### src/design/hppc_pkg.sv
package hppc_pkg;

  // Register offsets of the configuration map
  localparam logic [7:0] OFS_REMOVABILITY_MAP = 8'h09;
  localparam logic [7:0] OFS_PORT_OFF_SELF    = 8'h0A;
  localparam logic [7:0] OFS_PORT_OFF_BUS     = 8'h0B;
  localparam logic [7:0] OFS_DRAW_SELF        = 8'h0C;
  localparam logic [7:0] OFS_DRAW_BUS         = 8'h0D;

  // Reset values of every register
  localparam logic [7:0] RST_REG = 8'h00;

  // Bit 0 of each port map is reserved; ports live in bits 7:1
  localparam logic [7:0] PORT_BITS_MASK = 8'hFE;

  // Draw scale: one count is this many mA
  localparam int unsigned DRAW_MA_PER_LSB = 2;

  // Answer for any undefined offset
  localparam logic [7:0] RD_UNMAPPED = 8'h00;

  // Register access request from the configuration host
  typedef struct packed {
    logic       wr_en;   // One-cycle write strobe
    logic [7:0] addr;    // Register offset
    logic [7:0] wdata;   // Write data
  } hppc_req_s;

  // Power mode bits: three choose the active register set, one flags a compound device
  typedef struct packed {
    logic power_source_select; // 1 = self-powered, 0 = bus-powered
    logic dynamic_en;          // Local supply sense decides when set
    logic local_supply_sense;  // 1 = local supply present
    logic compound_en;         // Hub is part of a compound device
  } hppc_mode_s;

endpackage : hppc_pkg

### src/design/hppc_regs.sv
`timescale 1ns/10ps
module hppc_regs (
  // Clock and reset
  input  wire logic                  ref_clk_i,
  input  wire logic                  rst_b_i,
  // Register access from the configuration host
  input  wire hppc_pkg::hppc_req_s   req_i,
  output logic [7:0]                 rdata_o,
  // Power mode controls from the configuration bytes and pins
  input  wire hppc_pkg::hppc_mode_s  mode_i,
  // Hub core view
  output logic                       self_powered_o,
  output logic                       compound_o,
  output logic [7:1]                 port_off_o,
  output logic [7:1]                 removability_map_o,
  output logic [7:0]                 draw_o,
  output logic [9:0]                 draw_ma_o
);
  import hppc_pkg::*;

  // All five registers sit on one clock and one synchronous reset.
  // The write decode compares the full offset, so aliases cannot land.
  // Each register but the two draws, which share one, has its own process, which keeps the strobe fan-out local
  // and makes a missed offset easy to spot in a waveform.
  // No register has a side effect on read.
  // Stored registers, then the combinational source choice and read mux result
  logic [7:0] removability_map;   // Non-removable flags
  logic [7:0] port_off_self;      // Self-powered disable mask
  logic [7:0] port_off_bus;       // Bus-powered disable mask
  logic [7:0] draw_self;          // Self-powered upstream draw
  logic [7:0] draw_bus;           // Bus-powered upstream draw
  logic       self_sel;           // Active power source
  logic [7:0] next_rdata;         // Read mux result

  // The hub core only ever sees bits 7:1; bit 0 never leaves this block.
  // A host that writes a one there reads back zero, which is intended.
  // Removability map; bit 0 forced to zero so it cannot hold a one
  always_ff @(posedge ref_clk_i) begin
    if (!rst_b_i) begin
      removability_map <= RST_REG;
    end else if (req_i.wr_en && req_i.addr == OFS_REMOVABILITY_MAP) begin
      removability_map <= req_i.wdata & PORT_BITS_MASK;
    end
  end

  // Used only while the active power source is the local supply.
  // A bad, non-contiguous mask is passed on as written.
  // Self-powered disable mask, reserved bit dropped on write
  always_ff @(posedge ref_clk_i) begin
    if (!rst_b_i) begin
      port_off_self <= RST_REG;
    end else if (req_i.wr_en && req_i.addr == OFS_PORT_OFF_SELF) begin
      port_off_self <= req_i.wdata & PORT_BITS_MASK;
    end
  end

  // Used only while the hub draws its power from upstream.
  // Reset leaves every port available in both modes.
  // Bus-powered disable mask; contiguity is the host's duty, not checked here
  always_ff @(posedge ref_clk_i) begin
    if (!rst_b_i) begin
      port_off_bus <= RST_REG;
    end else if (req_i.wr_en && req_i.addr == OFS_PORT_OFF_BUS) begin
      port_off_bus <= req_i.wdata & PORT_BITS_MASK;
    end
  end

  // Both counts are plain unsigned bytes in 2 mA steps, no offset.
  // Nothing here limits the self-powered value; keeping it low is up to
  // the host, since a clamp would hide a wrong configuration.
  // Writes to both draws may come in back-to-back cycles.
  // Draw registers; the host must already fold in compound peripheral current
  always_ff @(posedge ref_clk_i) begin
    if (!rst_b_i) begin
      draw_self <= RST_REG;
      draw_bus  <= RST_REG;
    end else if (req_i.wr_en) begin
      if (req_i.addr == OFS_DRAW_SELF) begin
        draw_self <= req_i.wdata;
      end
      if (req_i.addr == OFS_DRAW_BUS) begin
        draw_bus <= req_i.wdata;
      end
    end
  end

  // Combinational on purpose: the result is used four times below and is
  // registered there, so a glitch on the pins never reaches the core.
  // Pins are taken as synchronous to ref_clk_i.
  // Power source choice: dynamic switching hands it to the sense pin
  always_comb begin
    if (mode_i.dynamic_en) begin
      self_sel = mode_i.local_supply_sense;
    end else begin
      self_sel = mode_i.power_source_select;
    end
  end

  // The address is decoded every cycle, whether or not a write is made.
  // A write and a read of the same offset in one cycle return the old value;
  // the new value shows one cycle later.
  // Undefined offsets answer zero and ignore writes.
  // Read mux; undefined offsets answer zero
  always_comb begin
    case (req_i.addr)
      OFS_REMOVABILITY_MAP: next_rdata = removability_map;
      OFS_PORT_OFF_SELF:    next_rdata = port_off_self;
      OFS_PORT_OFF_BUS:     next_rdata = port_off_bus;
      OFS_DRAW_SELF:        next_rdata = draw_self;
      OFS_DRAW_BUS:         next_rdata = draw_bus;
      default:              next_rdata = RD_UNMAPPED;
    endcase
  end

  // Costs a cycle of latency but keeps the output free of decode glitches.
  // Reset value is zero, like the registers.
  // The address is held by the host for as long as it wants the data.
  // Read data registered so it is stable one cycle after the address
  always_ff @(posedge ref_clk_i) begin
    if (!rst_b_i) begin
      rdata_o <= RST_REG;
    end else begin
      rdata_o <= next_rdata;
    end
  end

  // A mode change reaches the core at the edge that samples it, a register write
  // one edge after it is stored, so the core never sees a mix of two modes.
  // The mA value is worked out here to spare the core a multiplier.
  // Bit n of port_off_o is downstream port n.
  // Hub core outputs; registered so mode flips settle in one edge
  always_ff @(posedge ref_clk_i) begin
    if (!rst_b_i) begin
      self_powered_o     <= 1'b0;
      compound_o         <= 1'b0;
      port_off_o         <= '0;
      removability_map_o <= '0;
      draw_o             <= RST_REG;
      draw_ma_o          <= '0;
    end else begin
      self_powered_o     <= self_sel;
      compound_o         <= mode_i.compound_en;
      removability_map_o <= removability_map[7:1];
      port_off_o         <= self_sel ? port_off_self[7:1] : port_off_bus[7:1];
      draw_o             <= self_sel ? draw_self : draw_bus;
      // Linear scale with no offset: 50 counts gives 100 mA
      draw_ma_o          <= 10'(DRAW_MA_PER_LSB) * {2'b00, (self_sel ? draw_self : draw_bus)};
    end
  end

  // Read-back, reset and output checks follow.
  // Every check is off during reset except the reset checks themselves,
  // which look at the cycle just after reset is seen.
  // Reads are checked against the stored registers of the previous cycle,
  // since rdata_o is registered.
  // Checks next to the logic they guard
  a_reserved_bit_zero: assert property (@(posedge ref_clk_i) disable iff (!rst_b_i)
    removability_map[0] == 1'b0 && port_off_self[0] == 1'b0 && port_off_bus[0] == 1'b0)
    else $error("reserved bit 0 holds a one");

  a_reset_clears_regs: assert property (@(posedge ref_clk_i)
    !rst_b_i |=> (removability_map == 8'h00 && port_off_self == 8'h00 && port_off_bus == 8'h00
                  && draw_self == 8'h00 && draw_bus == 8'h00))
    else $error("register not cleared by reset");

  a_self_mask_used: assert property (@(posedge ref_clk_i) disable iff (!rst_b_i)
    self_sel |=> (port_off_o == $past(port_off_self[7:1]) || !rst_b_i))
    else $error("self-powered mask not applied");

  a_bus_mask_used: assert property (@(posedge ref_clk_i) disable iff (!rst_b_i)
    !self_sel |=> port_off_o == $past(port_off_bus[7:1]))
    else $error("bus-powered mask not applied");

  a_draw_scale_ma: assert property (@(posedge ref_clk_i) disable iff (!rst_b_i)
    ##1 draw_ma_o == {1'b0, draw_o, 1'b0})
    else $error("draw mA not twice the count");

  a_draw_self_write: assert property (@(posedge ref_clk_i) disable iff (!rst_b_i)
    (req_i.wr_en && req_i.addr == OFS_DRAW_SELF && mode_i.dynamic_en == 1'b0
     && mode_i.power_source_select) ##1 $stable(mode_i) && !req_i.wr_en
    |=> draw_o == $past(req_i.wdata, 2))
    else $error("self draw not reported");

  a_draw_bus_write: assert property (@(posedge ref_clk_i) disable iff (!rst_b_i)
    (req_i.wr_en && req_i.addr == OFS_DRAW_BUS && !self_sel) ##1 (!self_sel && !req_i.wr_en)
    |=> draw_o == $past(req_i.wdata, 2))
    else $error("bus draw not reported");

  a_dynamic_sense: assert property (@(posedge ref_clk_i) disable iff (!rst_b_i)
    mode_i.dynamic_en |=> self_powered_o == $past(mode_i.local_supply_sense))
    else $error("dynamic mode ignores sense pin");

  a_static_select: assert property (@(posedge ref_clk_i) disable iff (!rst_b_i)
    !mode_i.dynamic_en |=> self_powered_o == $past(mode_i.power_source_select))
    else $error("select bit not followed");

  a_compound_flag: assert property (@(posedge ref_clk_i) disable iff (!rst_b_i)
    ##1 compound_o == $past(mode_i.compound_en))
    else $error("compound flag mismatch");

  a_removable_map: assert property (@(posedge ref_clk_i) disable iff (!rst_b_i)
    (req_i.wr_en && req_i.addr == OFS_REMOVABILITY_MAP) ##1 !req_i.wr_en
    |=> removability_map_o == $past(req_i.wdata[7:1], 2))
    else $error("removability map not reported");

  // Read of the removability map returns the stored byte
  a_read_nr_map: assert property (@(posedge ref_clk_i) disable iff (!rst_b_i)
    req_i.addr == OFS_REMOVABILITY_MAP
    |=> rdata_o == $past(removability_map))
    else $error("removability map read wrong");

  // Read of the self-powered mask returns the stored byte
  a_read_self_mask: assert property (@(posedge ref_clk_i) disable iff (!rst_b_i)
    req_i.addr == OFS_PORT_OFF_SELF
    |=> rdata_o == $past(port_off_self))
    else $error("self mask read wrong");

  // Read of the bus-powered mask returns the stored byte
  a_read_bus_mask: assert property (@(posedge ref_clk_i) disable iff (!rst_b_i)
    req_i.addr == OFS_PORT_OFF_BUS
    |=> rdata_o == $past(port_off_bus))
    else $error("bus mask read wrong");

  // Read of the self-powered draw returns the stored byte
  a_read_draw_self: assert property (@(posedge ref_clk_i) disable iff (!rst_b_i)
    req_i.addr == OFS_DRAW_SELF
    |=> rdata_o == $past(draw_self))
    else $error("self draw read wrong");

  // Read of the bus-powered draw returns the stored byte
  a_read_draw_bus: assert property (@(posedge ref_clk_i) disable iff (!rst_b_i)
    req_i.addr == OFS_DRAW_BUS
    |=> rdata_o == $past(draw_bus))
    else $error("bus draw read wrong");

  // Reserved bit of the removability map always reads zero
  a_read_bit0_zero: assert property (@(posedge ref_clk_i) disable iff (!rst_b_i)
    req_i.addr == OFS_REMOVABILITY_MAP
    |=> rdata_o[0] == 1'b0)
    else $error("reserved bit read as one");

  // Self-powered mA value is twice the stored count
  a_self_draw_ma: assert property (@(posedge ref_clk_i) disable iff (!rst_b_i)
    self_sel
    |=> draw_ma_o == {1'b0, $past(draw_self), 1'b0})
    else $error("self draw mA wrong");

  // Bus-powered mA value is twice the stored count
  a_bus_draw_ma: assert property (@(posedge ref_clk_i) disable iff (!rst_b_i)
    !self_sel
    |=> draw_ma_o == {1'b0, $past(draw_bus), 1'b0})
    else $error("bus draw mA wrong");

  // Fifty counts read out as 100 mA
  a_fifty_counts: assert property (@(posedge ref_clk_i) disable iff (!rst_b_i)
    self_sel && draw_self == 8'h32
    |=> draw_ma_o == 10'h064)
    else $error("fifty counts not 100 mA");

  // Core outputs are cleared by reset
  a_reset_outputs: assert property (@(posedge ref_clk_i)
    !rst_b_i
    |=> draw_o == 8'h00 && draw_ma_o == 10'h000 && port_off_o == 7'h00 && removability_map_o == 7'h00)
    else $error("outputs not cleared by reset");

  // Self-powered draw is the one reported while self-powered
  a_self_draw_out: assert property (@(posedge ref_clk_i) disable iff (!rst_b_i)
    self_sel
    |=> draw_o == $past(draw_self))
    else $error("self draw not selected");

  // Bus-powered draw is the one reported while bus-powered
  a_bus_draw_out: assert property (@(posedge ref_clk_i) disable iff (!rst_b_i)
    !self_sel
    |=> draw_o == $past(draw_bus))
    else $error("bus draw not selected");

  // Port flags follow the stored map one edge later
  a_port_map_out: assert property (@(posedge ref_clk_i) disable iff (!rst_b_i)
    1'b1
    |=> removability_map_o == $past(removability_map[7:1]))
    else $error("port flags not forwarded");

  // Active power source flag follows the selection
  a_self_flag_out: assert property (@(posedge ref_clk_i) disable iff (!rst_b_i)
    1'b1
    |=> self_powered_o == $past(self_sel))
    else $error("power source flag wrong");

endmodule : hppc_regs

### config.mk
export PLATFORM = sky130hd
export DESIGN_NAME = hppc_regs
export DESIGN_NICKNAME = d
export VERILOG_FILES = /design/src/design/hppc_pkg.sv /design/src/design/hppc_regs.sv
export SDC_FILE = /design/constraint.sdc
export NUM_CORES = 1
export LEC_CHECK = 0
export CORE_MARGIN = 5
export CORE_UTILIZATION = 60
export CTS_CLUSTER_SIZE = 8
export DETAILED_ROUTE_END_ITERATION = 10
export DONT_BUFFER_PORTS = 1
export PLACE_DENSITY = 0.75
export SLEW_MARGIN = 20
export SYNTH_ARGS = -nofsm -noshare
export SYNTH_HDL_FRONTEND = slang
export SYNTH_SLANG_ARGS = --single-unit
export TNS_END_PERCENT = 10
### constraint.sdc
create_clock -name ref_clk_i -period 1.6 [get_ports ref_clk_i]
set_clock_uncertainty 0.2 [all_clocks]
set_input_delay 0.08 -clock ref_clk_i [delete_from_list [all_inputs] [get_ports ref_clk_i]]
set_output_delay 0.08 -clock ref_clk_i [all_outputs]
set_load 0.03 [all_outputs]
# Yosys cells after proc, flatten, opt, wreduce, memory -nomap -nowiden
# Cells that the tools add are included.
[totals]
elab_cells = 26
reg_bits = 71
[classes]
n_reduce_logical = 5
n_eq_ne = 5
n_mux = 4
[ops]
columns = ["op", "n"]
rows = [
  ["$eq 8x4->1 const B", 5],
  ["$pmux 8 s5", 1],
  ["$mux 8", 1],
  ["$mux 7", 1],
  ["$reduce_and 2->1", 2],
  ["$logic_and 1x1->1", 3],
  ["$mux 1", 1],
]

# Longest topological paths before layout
# Gate-level depths: netlist of run 1.
[depth]
depth_word = 2
ltp_mapped = 5

# Worst setup path after synthesis of run 1
# Ideal clock, no wire load.
[synth_path]
kind = "input to register"
from = "input req_i[13] (netlist name)"
to = "register port_off_bus[3]"
setup_ns = 0.072
path_buffers = 1
required_time_ns = 1.328
arrival_time_ns = 1.046
path_stages = 4
path_slack_ns = 0.283
cell_sequence = "nor4b_4 > and4_1 > buf_4 > mux2i_1"
[synth_between]
elab_chain_len = 2
[synth_rtl]
columns = ["element", "line_no", "text"]
rows = [
  ["from (decl)", "hppc_regs.sv:7", "input wire hppc_pkg::hppc_req_s req_i,"],
  ["$eq 8x4->1", "hppc_regs.sv:63", "end else if (req_i.wr_en && req_i.addr == OFS_PORT_OFF_BUS) begin"],
  ["$logic_and 1x1->1", "hppc_regs.sv:63", ""],
  ["to (signal assigned)", "hppc_regs.sv:64", "port_off_bus <= req_i.wdata & PORT_BITS_MASK;"],
  ["to (decl)", "hppc_regs.sv:29", "logic [7:0] port_off_bus;"],
]
# No other way between the ends.
# A chain may end at the register's enable or synchronous reset.

# Worst setup path after layout of run 1
[layout_path]
from = "input mode_i[2] (netlist name)"
to = "register port_off_o[1] (netlist name)"
[layout_between]
elab_chain_len = 2
[layout_rtl]
columns = ["element", "line_no", "text"]
rows = [
  ["from (decl)", "hppc_regs.sv:10", "input wire hppc_pkg::hppc_mode_s mode_i,"],
  ["$mux 1", "hppc_regs.sv:92", "if (mode_i.dynamic_en) begin"],
  ["$mux 7", "hppc_regs.sv:144", "port_off_o <= self_sel ? port_off_self[7:1] : port_off_bus[7:1];"],
  ["to (signal assigned)", "hppc_regs.sv:144", ""],
  ["to (decl)", "hppc_regs.sv:14", "output logic [7:1] port_off_o,"],
]
# No other way between the ends.

==> flow_summary_export.csv, run 1 <==
group,metric,value,unit
outcome,status,"finished with violations",
outcome,failed_checks,"negative hold slack",
run,maxCapViolCount,0,
power_and_ir_drop,max-vdd-ir-drop,0.796,mV
placement,hpwl,3950,um
sta,rsz0062_at_grt,"no",
clock_tree,cts_buffers,9,
sta,min_period,1.50,ns
synthesis,synth_seq_cells,69,
synthesis,ys.flop_type,"dfxtp_1",
sta,max_freq,665,MHz
cells_and_area,syn_to_final_growth,17.9,%
grt,grt_pass1_vias,2143,
critical_path,worstReg2RegEnd,"removability_map[2]",
grt,grt_pass1_wl,11000,um
critical_path,path_class,"in -> reg",
clock_tree,cts.htree.levels,3,
route,final_antenna_net_count,0,
placement,portBuffers,0,
cells_and_area,final_core_util,0.743,
critical_path,cp-endpoint,"port_off_o[1]",
clock_tree,cts.sinks,69,
clock_tree,clockRootBuffer,"clkbuf_8",
sta,fin_setup_tns,0,ns
die,rows,24,
die,start_util,0.630,
sta,slew_viol_final,0,
synthesis,synth-edff-count,0,
clock_tree,cts_resized,0,
clock_tree,cts_tree,"yes",
route,viasPerCell,5.62,
route,drc,0,
die,ios,65,
placement,dp.cells,323,
critical_path,r2r_cells,3,
critical_path,critPathLaunch,"mode_i[2]",
die,dieWidth,78.3,um
cells_and_area,diodes,0,
min_path,min_path_type,"in -> reg",
placement,gp_congestion,0.770,
critical_path,worstPathMaxFanout,10,
critical_path,crit_path_start_kind,"input pin",
critical_path,max_stage_delay,0.85,ns
critical_path,cp.required,1.66,ns
grt,grt_util_all_layers,0.236,
critical_path,critPathSlowestCell,"dlygate4sd3_1",
route,vias,2074,
grt,antenna_found_initial,0,
sta,worst_pin_slew,0.585,ns
synthesis,yosysTopAreaCellShare,0.493,
clock_tree,cts_hold_buf,31,
critical_path,worst-r2r-setup-slack,0.15,ns
route,drt_iter0_markers,203,
critical_path,critPathTopFamily,"buffers and inverters",
route,wl_per_cell,18.3,um
die,die-height,78.3,um
cells_and_area,drive_gt1_frac,0.139,
sta,relSlewSlack,0.609,
critical_path,cp_num_buf_inv,2,
synthesis,avgSynthCellArea,9.76,um2
clock_tree,clkTransAtPathRegs,0.06,ns
die,die_area,0.00613,mm2
route,drt_first_pass_iters,4,
sta,hold_ws,-0.233,ns
critical_path,r2r-start,"removability_map[2]",
critical_path,crit_arrival,1.56,ns
sta,setup_ws,0.0973,ns
cells_and_area,final_nets,336,
critical_path,crit_path_cell_trace,"mux2i_1 -> buf_4 -> dlygate4sd3_1 -> nand2_1 -> a21boi_0",
clock_tree,clk_path_buf_depth,2,
critical_path,end_kind,"flip-flop",
synthesis,async_flop_share,0,
grt,grt-ovfl-total,0,
die,core,0.00444,mm2
sta,hold_viol,29,
power_and_ir_drop,power_density,964,mW/mm2
power_and_ir_drop,p_leak,1.38,nW
synthesis,yosysWarnings,0,
route,wirelength,6740,um
synthesis,synth_area_leader_cell,"dfxtp_1",
clock_tree,cts_setup_buffers,0,
grt,grt_max_degree,44,
synthesis,syn_inst,287,
sta,setup-violations-final,0,
cells_and_area,layout.cells.non_filler,369,
placement,pre_cts_ws,0.118,ns
synthesis,synth_top_cells_by_area,"dfxtp_1 49%, mux2i_1 14%, nand2_1 11%",
sta,period_share,0.939,
synthesis,synth_area,0.00280,mm2
clock_tree,clk_latency,0.35,ns
synthesis,yosysMostFrequentCell,"nand2_1",
synthesis,synth_common_cells,"83 x nand2_1, 69 x dfxtp_1, 38 x mux2i_1",
synthesis,synth.distinct_cells,23,
critical_path,path_depth,5,
synthesis,ys_seq_area_frac,0.493,
stage by stage:
step           cell area, um2  power, mW  hold slack (ns)
2_1_floorplan            2800       1.87          0.00729
3_3_place_gp             2790       1.87          0.00791
3_5_place_dp             2790       1.87           0.0113
4_1_cts                  3300       3.21           -0.244
5_1_grt                  3300       3.32           -0.259
6_report                 3300       3.18           -0.233
cell families (layout without fill, tap and decap cells):
group,count (synthesis),count (layout),share of synthesized area
buffers and inverters,33,62,0.0639
flip-flops,69,69,0.493
AO/OA/AOI/OAI,29,29,0.0746
other,1,2,0.00134
multiplexers,54,54,0.200
AND/OR/NAND/NOR,101,101,0.167
flip-flops by register name (all words and copies together) (netlist names), 7 cells and up:
signal              flops
rdata_o                 8
draw_bus                8
port_off_o              7
port_off_self           7
draw_self               8
draw_ma_o               8
removability_map        7
removability_map_o      7
port_off_bus            7
metal layers:
metal,track usage,vias up,part of all wire
li1,-,1006,-
met1,0.303,974,0.43
met2,0.360,83,0.48
met3,0.0847,11,0.076
met4,0.101,0,0.015
met5,0,-,0
layout by cell type (no fill, tap or decap), drive strengths merged:
| cell | Yosys | routed |
|---|---|---|
| and2 | 2 | 2 |
| or3 | 1 | 1 |
| a32oi | 7 | 7 |
| mux2i | 38 | 38 |
| and4 | 3 | 3 |
| a21boi | 15 | 15 |
| nand3 | 2 | 2 |
| nor4b | 1 | 1 |
| nor2 | 1 | 1 |
| nor2b | 5 | 5 |
| dlygate4sd3 | 0 | 29 |
| nand2 | 83 | 83 |
| mux2 | 16 | 16 |
| clkbuf | 8 | 14 |
| nand4 | 2 | 2 |
| nor3b | 1 | 1 |
| dfxtp | 69 | 69 |
| clkinv | 0 | 1 |
| buf | 17 | 10 |
| a21oi | 7 | 7 |
| conb | 1 | 2 |
| inv | 8 | 8 |
cell type report:
type / instances / area, um2
Multi-Input combinational cell: 186 / 1240
Sequential cell: 69 / 1380
Tap cell: 52 / 65.1
Fill cell: 314 / 1140
Timing Repair Buffer: 39 / 403
Clock buffer: 14 / 173
Inverter: 8 / 30.0
Clock inverter: 1 / 5.00
worst min path at each step:
| stage | from | end | slack [ns] | depth (start not counted) |
|---|---|---|---|---|
| 6_report | req_i[13] | rdata_o[0] | -0.23 | 2 |
| 5_1_grt | req_i[13] | rdata_o[0] | -0.26 | 2 |
| 4_1_cts | req_i[13] | rdata_o[0] | -0.24 | 2 |
| 3_5_place_dp | mode_i[0] | compound_o | 0.01 | 1 |
| 3_3_place_gp | rst_b_i | removability_map_o[6] | 0.008 | 2 |
| 2_1_floorplan | mode_i[0] | compound_o | 0.007 | 1 |
worst register-to-register path, delay by kind of cell (launching register included):
family                 cells  cell delay [ns]
buffers and inverters      1             0.59
flip-flops                 1             0.33
multiplexers               1             0.20
AND/OR/NAND/NOR            1             0.05
where the power goes:
part / total (mW) / switching, mW / internal, mW
Sequential: 1.73 / 0.00917 / 1.72
Combinational: 0.179 / 0.103 / 0.0762
Clock: 1.27 / 0.593 / 0.680
Power figures use the tool's default switching activity.
==> run 2, diff against run 1 <==
--- a/config.mk
+++ b/config.mk
@@ -5,6 +5,7 @@
 export SDC_FILE = /design/constraint.sdc
 export NUM_CORES = 1
 export LEC_CHECK = 0
+export ABC_AREA = 1
 export CORE_MARGIN = 5
 export CORE_UTILIZATION = 60
 export CTS_CLUSTER_SIZE = 8
==> run 2 against run 1 <==
The run now ends clean; hold slack gained 0.28 ns; critical path depth grew 4; count of clock-buffer cells in the layout shrank 4; routed wire length grew 1.0%; clock power grew 58%; synthesized cell count grew 23%; utilization grew 1.7 points; cell count grew 17%; sequential power grew 6%; largest power group is now clock; highest routed layer unchanged.
==> flow_summary_export.csv, run 2 <==
group,metric,value,unit
placement,gp_congestion,0.828,
clock_tree,cts_buffers,9,
route,routed-wl-met2,3290,um
placement,hpwl,4010,um
route,viasPerCell,5.49,
cells_and_area,diodes,0,
min_path,min_path_type,"in -> reg",
cells_and_area,layout.cells.non_filler,433,
route,highest_layer,"met4",
clock_tree,clk_path_buf_depth,2,
power_and_ir_drop,max-vdd-ir-drop,0.705,mV
placement,portBuffers,0,
clock_tree,clockRootBuffer,"clkbuf_8",
die,core,0.00444,mm2
critical_path,worstPathMaxFanout,11,
clock_tree,cts_tree,"yes",
cells_and_area,most-common-layout-cells,"69 x dfxtp_1, 46 x o21ai_0, 44 x a21oi_1, 40 x nor2_1, 37 x inv_1",
critical_path,crit_arrival,1.53,ns
sta,min_period,1.49,ns
synthesis,yosysTopAreaCellShare,0.493,
die,rows,24,
synthesis,syn_inst,354,
cells_and_area,syn_to_final_growth,20.5,%
route,met3_length,584,um
sta,relSlewSlack,0.605,
synthesis,ys.flop_type,"dfxtp_1",
power_and_ir_drop,power_density,1200,mW/mm2
route,final_antenna_net_count,0,
outcome,status,"finished, final reports clean",
clock_tree,cts.sinks,69,
placement,placed_cell_area,0.00276,mm2
clock_tree,clkTransAtPathRegs,0.08,ns
critical_path,r2r-start,"removability_map[1]",
min_path,holdPathStages,6,
sta,hold_viol,0,
sta,fin_setup_tns,0,ns
clock_tree,cts.htree.levels,3,
critical_path,r2r_cells,3,
route,vias,2379,
synthesis,synth_top_cells_by_area,"dfxtp_1 49%, o21ai_0 8.2%, a21oi_1 7.9%",
critical_path,path_class,"in -> reg",
die,die-height,78.3,um
cells_and_area,drive_gt1_frac,0.123,
placement,pre_cts_ws,0.254,ns
die,die_area,0.00614,mm2
run,maxCapViolCount,0,
synthesis,synth.distinct_cells,21,
synthesis,synth_common_cells,"69 x dfxtp_1, 46 x o21ai_0, 44 x a21oi_1",
grt,antenna_found_initial,0,
route,wl_per_cell,15.7,um
critical_path,cp.required,1.63,ns
critical_path,worst-r2r-setup-slack,0.21,ns
critical_path,worstReg2RegEnd,"removability_map[1]",
synthesis,synth_area,0.00280,mm2
synthesis,synth-edff-count,0,
min_path,hold-path-endpoint,"rdata_o[2]",
sta,period_share,0.933,
sta,setup_ws,0.107,ns
synthesis,synth_seq_cells,69,
grt,grt_pass1_vias,2239,
route,drc,0,
grt,grt_pass1_wl,10900,um
grt,grt_max_degree,61,
grt,grt-ovfl-total,0,
sta,slew_viol_final,0,
synthesis,yosysMostFrequentCell,"dfxtp_1",
critical_path,end_kind,"flip-flop",
sta,max_freq,670,MHz
cells_and_area,final_core_util,0.760,
sta,setup-violations-final,0,
placement,dp.cells,386,
route,drt_iter0_markers,234,
cells_and_area,final_nets,399,
die,dieWidth,78.3,um
cells_and_area,nFillCells,310,
min_path,min-delay-start,"req_i[9]",
critical_path,crit_path_start_kind,"input pin",
route,wl_met1,2760,um
die,start_util,0.631,
grt,grt_util_all_layers,0.228,
cells_and_area,layout_commonest_cell,"dfxtp_1",
synthesis,synth_area_leader_cell,"dfxtp_1",
power_and_ir_drop,p_leak,1.43,nW
synthesis,avgSynthCellArea,7.92,um2
route,wirelength,6810,um
synthesis,ys_seq_area_frac,0.493,
sta,rsz0062_at_grt,"no",
synthesis,async_flop_share,0,
sta,worst_pin_slew,0.592,ns
clock_tree,clk_latency,0.34,ns
synthesis,yosysWarnings,0,
cells_and_area,fin_area,0.00338,mm2
route,drt_first_pass_iters,4,
die,ios,65,
run 2: cell count changes after synthesis, moves of 25 or more:
cell,delta
a21oi_1,+37
inv_1,+29
mux2i_1,-37
nand2_1,-48
nand3_1,+25
nor2_1,+39
o21ai_0,+46
run 2: layer usage:
| metal | global-route usage | vias to the layer above |
|---|---|---|
| met5 | 0 | - |
| met4 | 0.108 | 0 |
| met3 | 0.0584 | 18 |
| met2 | 0.386 | 118 |
| met1 | 0.271 | 1062 |
| li1 | - | 1181 |
run 2: worst max-delay path, stage by stage:
cell           delay [ns]
inv_2                0.03
nand2_2              0.08
nor2_8               0.22
nand2_2              0.13
nor2_4               0.18
inv_2                0.10
nor2_1               0.11
nor2_1               0.05
dlygate4sd3_1        0.54
run 2: power breakdown:
part	switching, mW	total [mW]	internal, mW
combinational	0.127	0.201	0.0735
clock	0.659	2.01	1.35
sequential	0.0831	1.83	1.74
total	0.869	4.04	3.17
run 2: kinds of logic after synthesis:
kind of cell / synth area share
multiplexers: 0.00357
AO/OA/AOI/OAI: 0.171
buffers and inverters: 0.114
other: 0.00134
AND/OR/NAND/NOR: 0.217
flip-flops: 0.493
run 2: what timing repair did:
| item | 4_1_cts | 5_1_grt |
|---|---|---|
| resized for setup | 0 | 6 |
| hold buffers | 30 | 0 |
| endpoints found under the setup margin | 0 | 17 |
| endpoints found under the hold margin | 69 | 0 |
| setup buffers | 0 | 1 |
run 2: through the flow:
| stage | total power, mW | hold WS, ns |
|---|---|---|
| 2_1_floorplan | 1.99 | -0.0224 |
| 3_3_place_gp | 1.99 | -0.0212 |
| 3_5_place_dp | 1.99 | -0.0166 |
| 4_1_cts | 4.04 | 0.000902 |
| 5_1_grt | 4.16 | 0.0542 |
| 6_report | 4.04 | 0.0446 |
run 2: how the worst max path moves through the flow:
stage / start / end / slack, ns
after detailed placement: req_i[12] / rdata_o[3] / 0.25
after global placement: req_i[12] / rdata_o[4] / 0.24
final: req_i[12] / removability_map[3] / 0.11
after floorplan: req_i[10] / port_off_self[4] / 0.43
after global routing: req_i[14] / removability_map[6] / 0.02
after CTS: req_i[10] / port_off_self[3] / 0.009
run 2: cell type report:
type / count / area [um2] / share of cell area
repair buffers: 35 / 373 / 0.110
multi-input cells: 218 / 1110 / 0.329
clock inverters: 6 / 159 / 0.0470
clock buffers: 10 / 128 / 0.0378
well taps: 52 / 65.1 / 0.0193
flip-flops and latches: 69 / 1380 / 0.409
inverters: 43 / 161 / 0.0478
==> run 3, diff against run 2 <==
--- a/config.mk
+++ b/config.mk
@@ -6,12 +6,13 @@
 export NUM_CORES = 1
 export LEC_CHECK = 0
 export ABC_AREA = 1
+export BUFFER_PORTS_ARGS = -buffer_cell sky130_fd_sc_hd__buf_2
 export CORE_MARGIN = 5
-export CORE_UTILIZATION = 60
+export CORE_UTILIZATION = 53
 export CTS_CLUSTER_SIZE = 8
 export DETAILED_ROUTE_END_ITERATION = 10
-export DONT_BUFFER_PORTS = 1
-export PLACE_DENSITY = 0.75
+export PLACE_DENSITY = 0.78
+export SKIP_LAST_GASP = 1
 export SLEW_MARGIN = 20
 export SYNTH_ARGS = -nofsm -noshare
 export SYNTH_HDL_FRONTEND = slang
==> constraint.sdc (replaced) <==
create_clock -name ref_clk_i -period 1.6 [get_ports ref_clk_i]
set_clock_uncertainty 0.2 [all_clocks]
set_input_delay 0.24 -clock ref_clk_i [delete_from_list [all_inputs] [get_ports ref_clk_i]]
set_output_delay 0.24 -clock ref_clk_i [all_outputs]
set_load 0.03 [all_outputs]
==> run 3 against run 2 <==
Largest cell class unchanged; highest routed layer unchanged; routed wire length fell by 8.3%; utilization shrank 9.4 points; via count grew 4.8%; total power decreased by 10%.
==> flow_summary_export.csv, run 3 (same netlist as run 2, synthesis figures left out) <==
group,metric,value,unit
route,drt_first_pass_iters,5,
cells_and_area,layout.cells.non_filler,491,
die,dieWidth,82.7,um
grt,grt_pass1_vias,2275,
power_and_ir_drop,max-vdd-ir-drop,0.508,mV
power_and_ir_drop,internal_power,2.76,mW
clock_tree,clockRootBuffer,"clkbuf_8",
power_and_ir_drop,power_density,1070,mW/mm2
clock_tree,clk_latency,0.34,ns
critical_path,critPathTopFamily,"flip-flops",
power_and_ir_drop,swShare,0.241,
placement,placed_cell_area,0.00315,mm2
clock_tree,cts_hold_buf,3,
sta,hold_viol,0,
outcome,status,"finished, final reports clean",
clock_tree,cts_buffers,9,
cells_and_area,most-common-layout-cells,"69 x dfxtp_1, 62 x buf_2, 46 x o21ai_0, 44 x a21oi_1, 40 x nor2_1",
route,drc,0,
cells_and_area,drive_gt1_frac,0.268,
critical_path,worstPathMaxFanout,1,
route,viasPerCell,5.08,
sta,fin_setup_tns,0,ns
die,ios,65,
cells_and_area,nFillCells,450,
critical_path,path_class,"reg -> out",
critical_path,crit_path_cell_trace,"buf_2",
placement,hpwl,4460,um
clock_tree,cts_setup_buffers,0,
sta,hold_ws,0.0122,ns
route,wirelength,6250,um
power_and_ir_drop,p_comb_frac,0.085,
sta,setup-violations-final,0,
power_and_ir_drop,switchingPower,0.875,mW
critical_path,max_stage_delay,0.33,ns
critical_path,critPathSlowestCell,"dfxtp_1",
critical_path,cp_num_buf_inv,1,
grt,antenna_found_initial,0,
cells_and_area,syn_to_final_growth,21.4,%
clock_tree,cts.sinks,69,
sta,max_freq,769,MHz
run,maxCapViolCount,0,
die,rows,26,
clock_tree,clk_path_buf_depth,2,
clock_tree,cts.htree.levels,3,
critical_path,cp.required,1.16,ns
grt,grt_max_degree,32,
sta,min_period,1.30,ns
clock_tree,cts_tree,"yes",
route,final_antenna_net_count,0,
clock_tree,cts_resized,0,
die,core,0.00511,mm2
cells_and_area,final_core_util,0.666,
sta,rsz0062_at_grt,"no",
sta,slew_viol_final,0,
placement,dp.cells,472,
route,wl_per_cell,12.7,um
route,vias,2493,
grt,grt_pass1_wl,10200,um
grt,grt_util_all_layers,0.198,
clock_tree,clkTransAtPathRegs,0.08,ns
power_and_ir_drop,seqPwrFrac,0.482,
die,die-height,82.7,um
critical_path,crit_arrival,0.86,ns
placement,pre_cts_ws,0.00894,ns
sta,setup_ws,0.299,ns
grt,grt-ovfl-total,0,
power_and_ir_drop,p_leak,1.58,nW
power_and_ir_drop,clkPwrFrac,0.433,
die,die_area,0.00684,mm2
sta,period_share,0.813,
critical_path,end_kind,"output pin",
cells_and_area,layout_commonest_cell,"dfxtp_1",
cells_and_area,diodes,0,
placement,portBuffers,62,
cells_and_area,final_nets,439,
placement,gp_congestion,0.848,
cells_and_area,fin_area,0.00340,mm2
route,drt_iter0_markers,160,
critical_path,crit_path_start_kind,"flip-flop",
min_path,min_path_type,"in -> reg",
power_and_ir_drop,power.total,3.63,mW
die,start_util,0.549,
[run 3: cell count changes in the layout (fill, tap and decap cells not counted)]
cell and change:
clkbuf_8 +1, clkinvlp_4 +1, buf_4 +4, buf_2 +62, clkinv_2 +2, bufinv_16 -3, clkbuf_1 -1, nand2_1 +1
nand2_2 -1, dlymetal6s4s_1 -5, dlygate4sd3_1 -21
[run 3: worst reg2reg max path, delay by kind of cell (launching register included)]
family             cells  cell delay [ns]
AOI/OAI and AO/OA      1             0.09
DFF                    1             0.32
and+or+nand+nor        3             0.29
[run 3: worst paths after layout]
| check | startpoint | to | slack, ns | cells after the start |
|---|---|---|---|---|
| worst min register to register | removability_map[3] | removability_map_o[3] | 0.25 | 2 |
| worst max register to register | draw_self[4] | rdata_o[4] | 0.60 | 4 |
| worst min-delay path | req_i[7] | draw_self[7] | 0.01 | 3 |
| worst max-delay path | compound_o | compound_o | 0.30 | 1 |
[run 3: cell type report]
type	instances	area, um2	area share
Clock buffer	10	138	0.0404
Clock inverter	6	86.3	0.0254
Inverter	43	161	0.0474
Multi-Input combinational cell	218	1110	0.326
Sequential cell	69	1380	0.406
Tap cell	70	87.6	0.0257
Timing Repair Buffer	75	440	0.129
[run 3: power groups by stage]
| stage | clock, mW | sequential, mW | combinational, mW |
|---|---|---|---|
| 2_1_floorplan | 0 | 1.84 | 0.154 |
| 3_3_place_gp | 0 | 1.79 | 0.301 |
| 3_5_place_dp | 0 | 1.79 | 0.305 |
| 4_1_cts | 1.59 | 1.75 | 0.311 |
| 5_1_grt | 1.66 | 1.75 | 0.337 |
| 6_report | 1.57 | 1.75 | 0.310 |
[run 3: routing by layer]
layer / wire, um / GRT usage
met3: 468 / 0.0488
met1: 2580 / 0.242
met5: 0 / 0
met2: 3060 / 0.328
met4: 138 / 0.0931
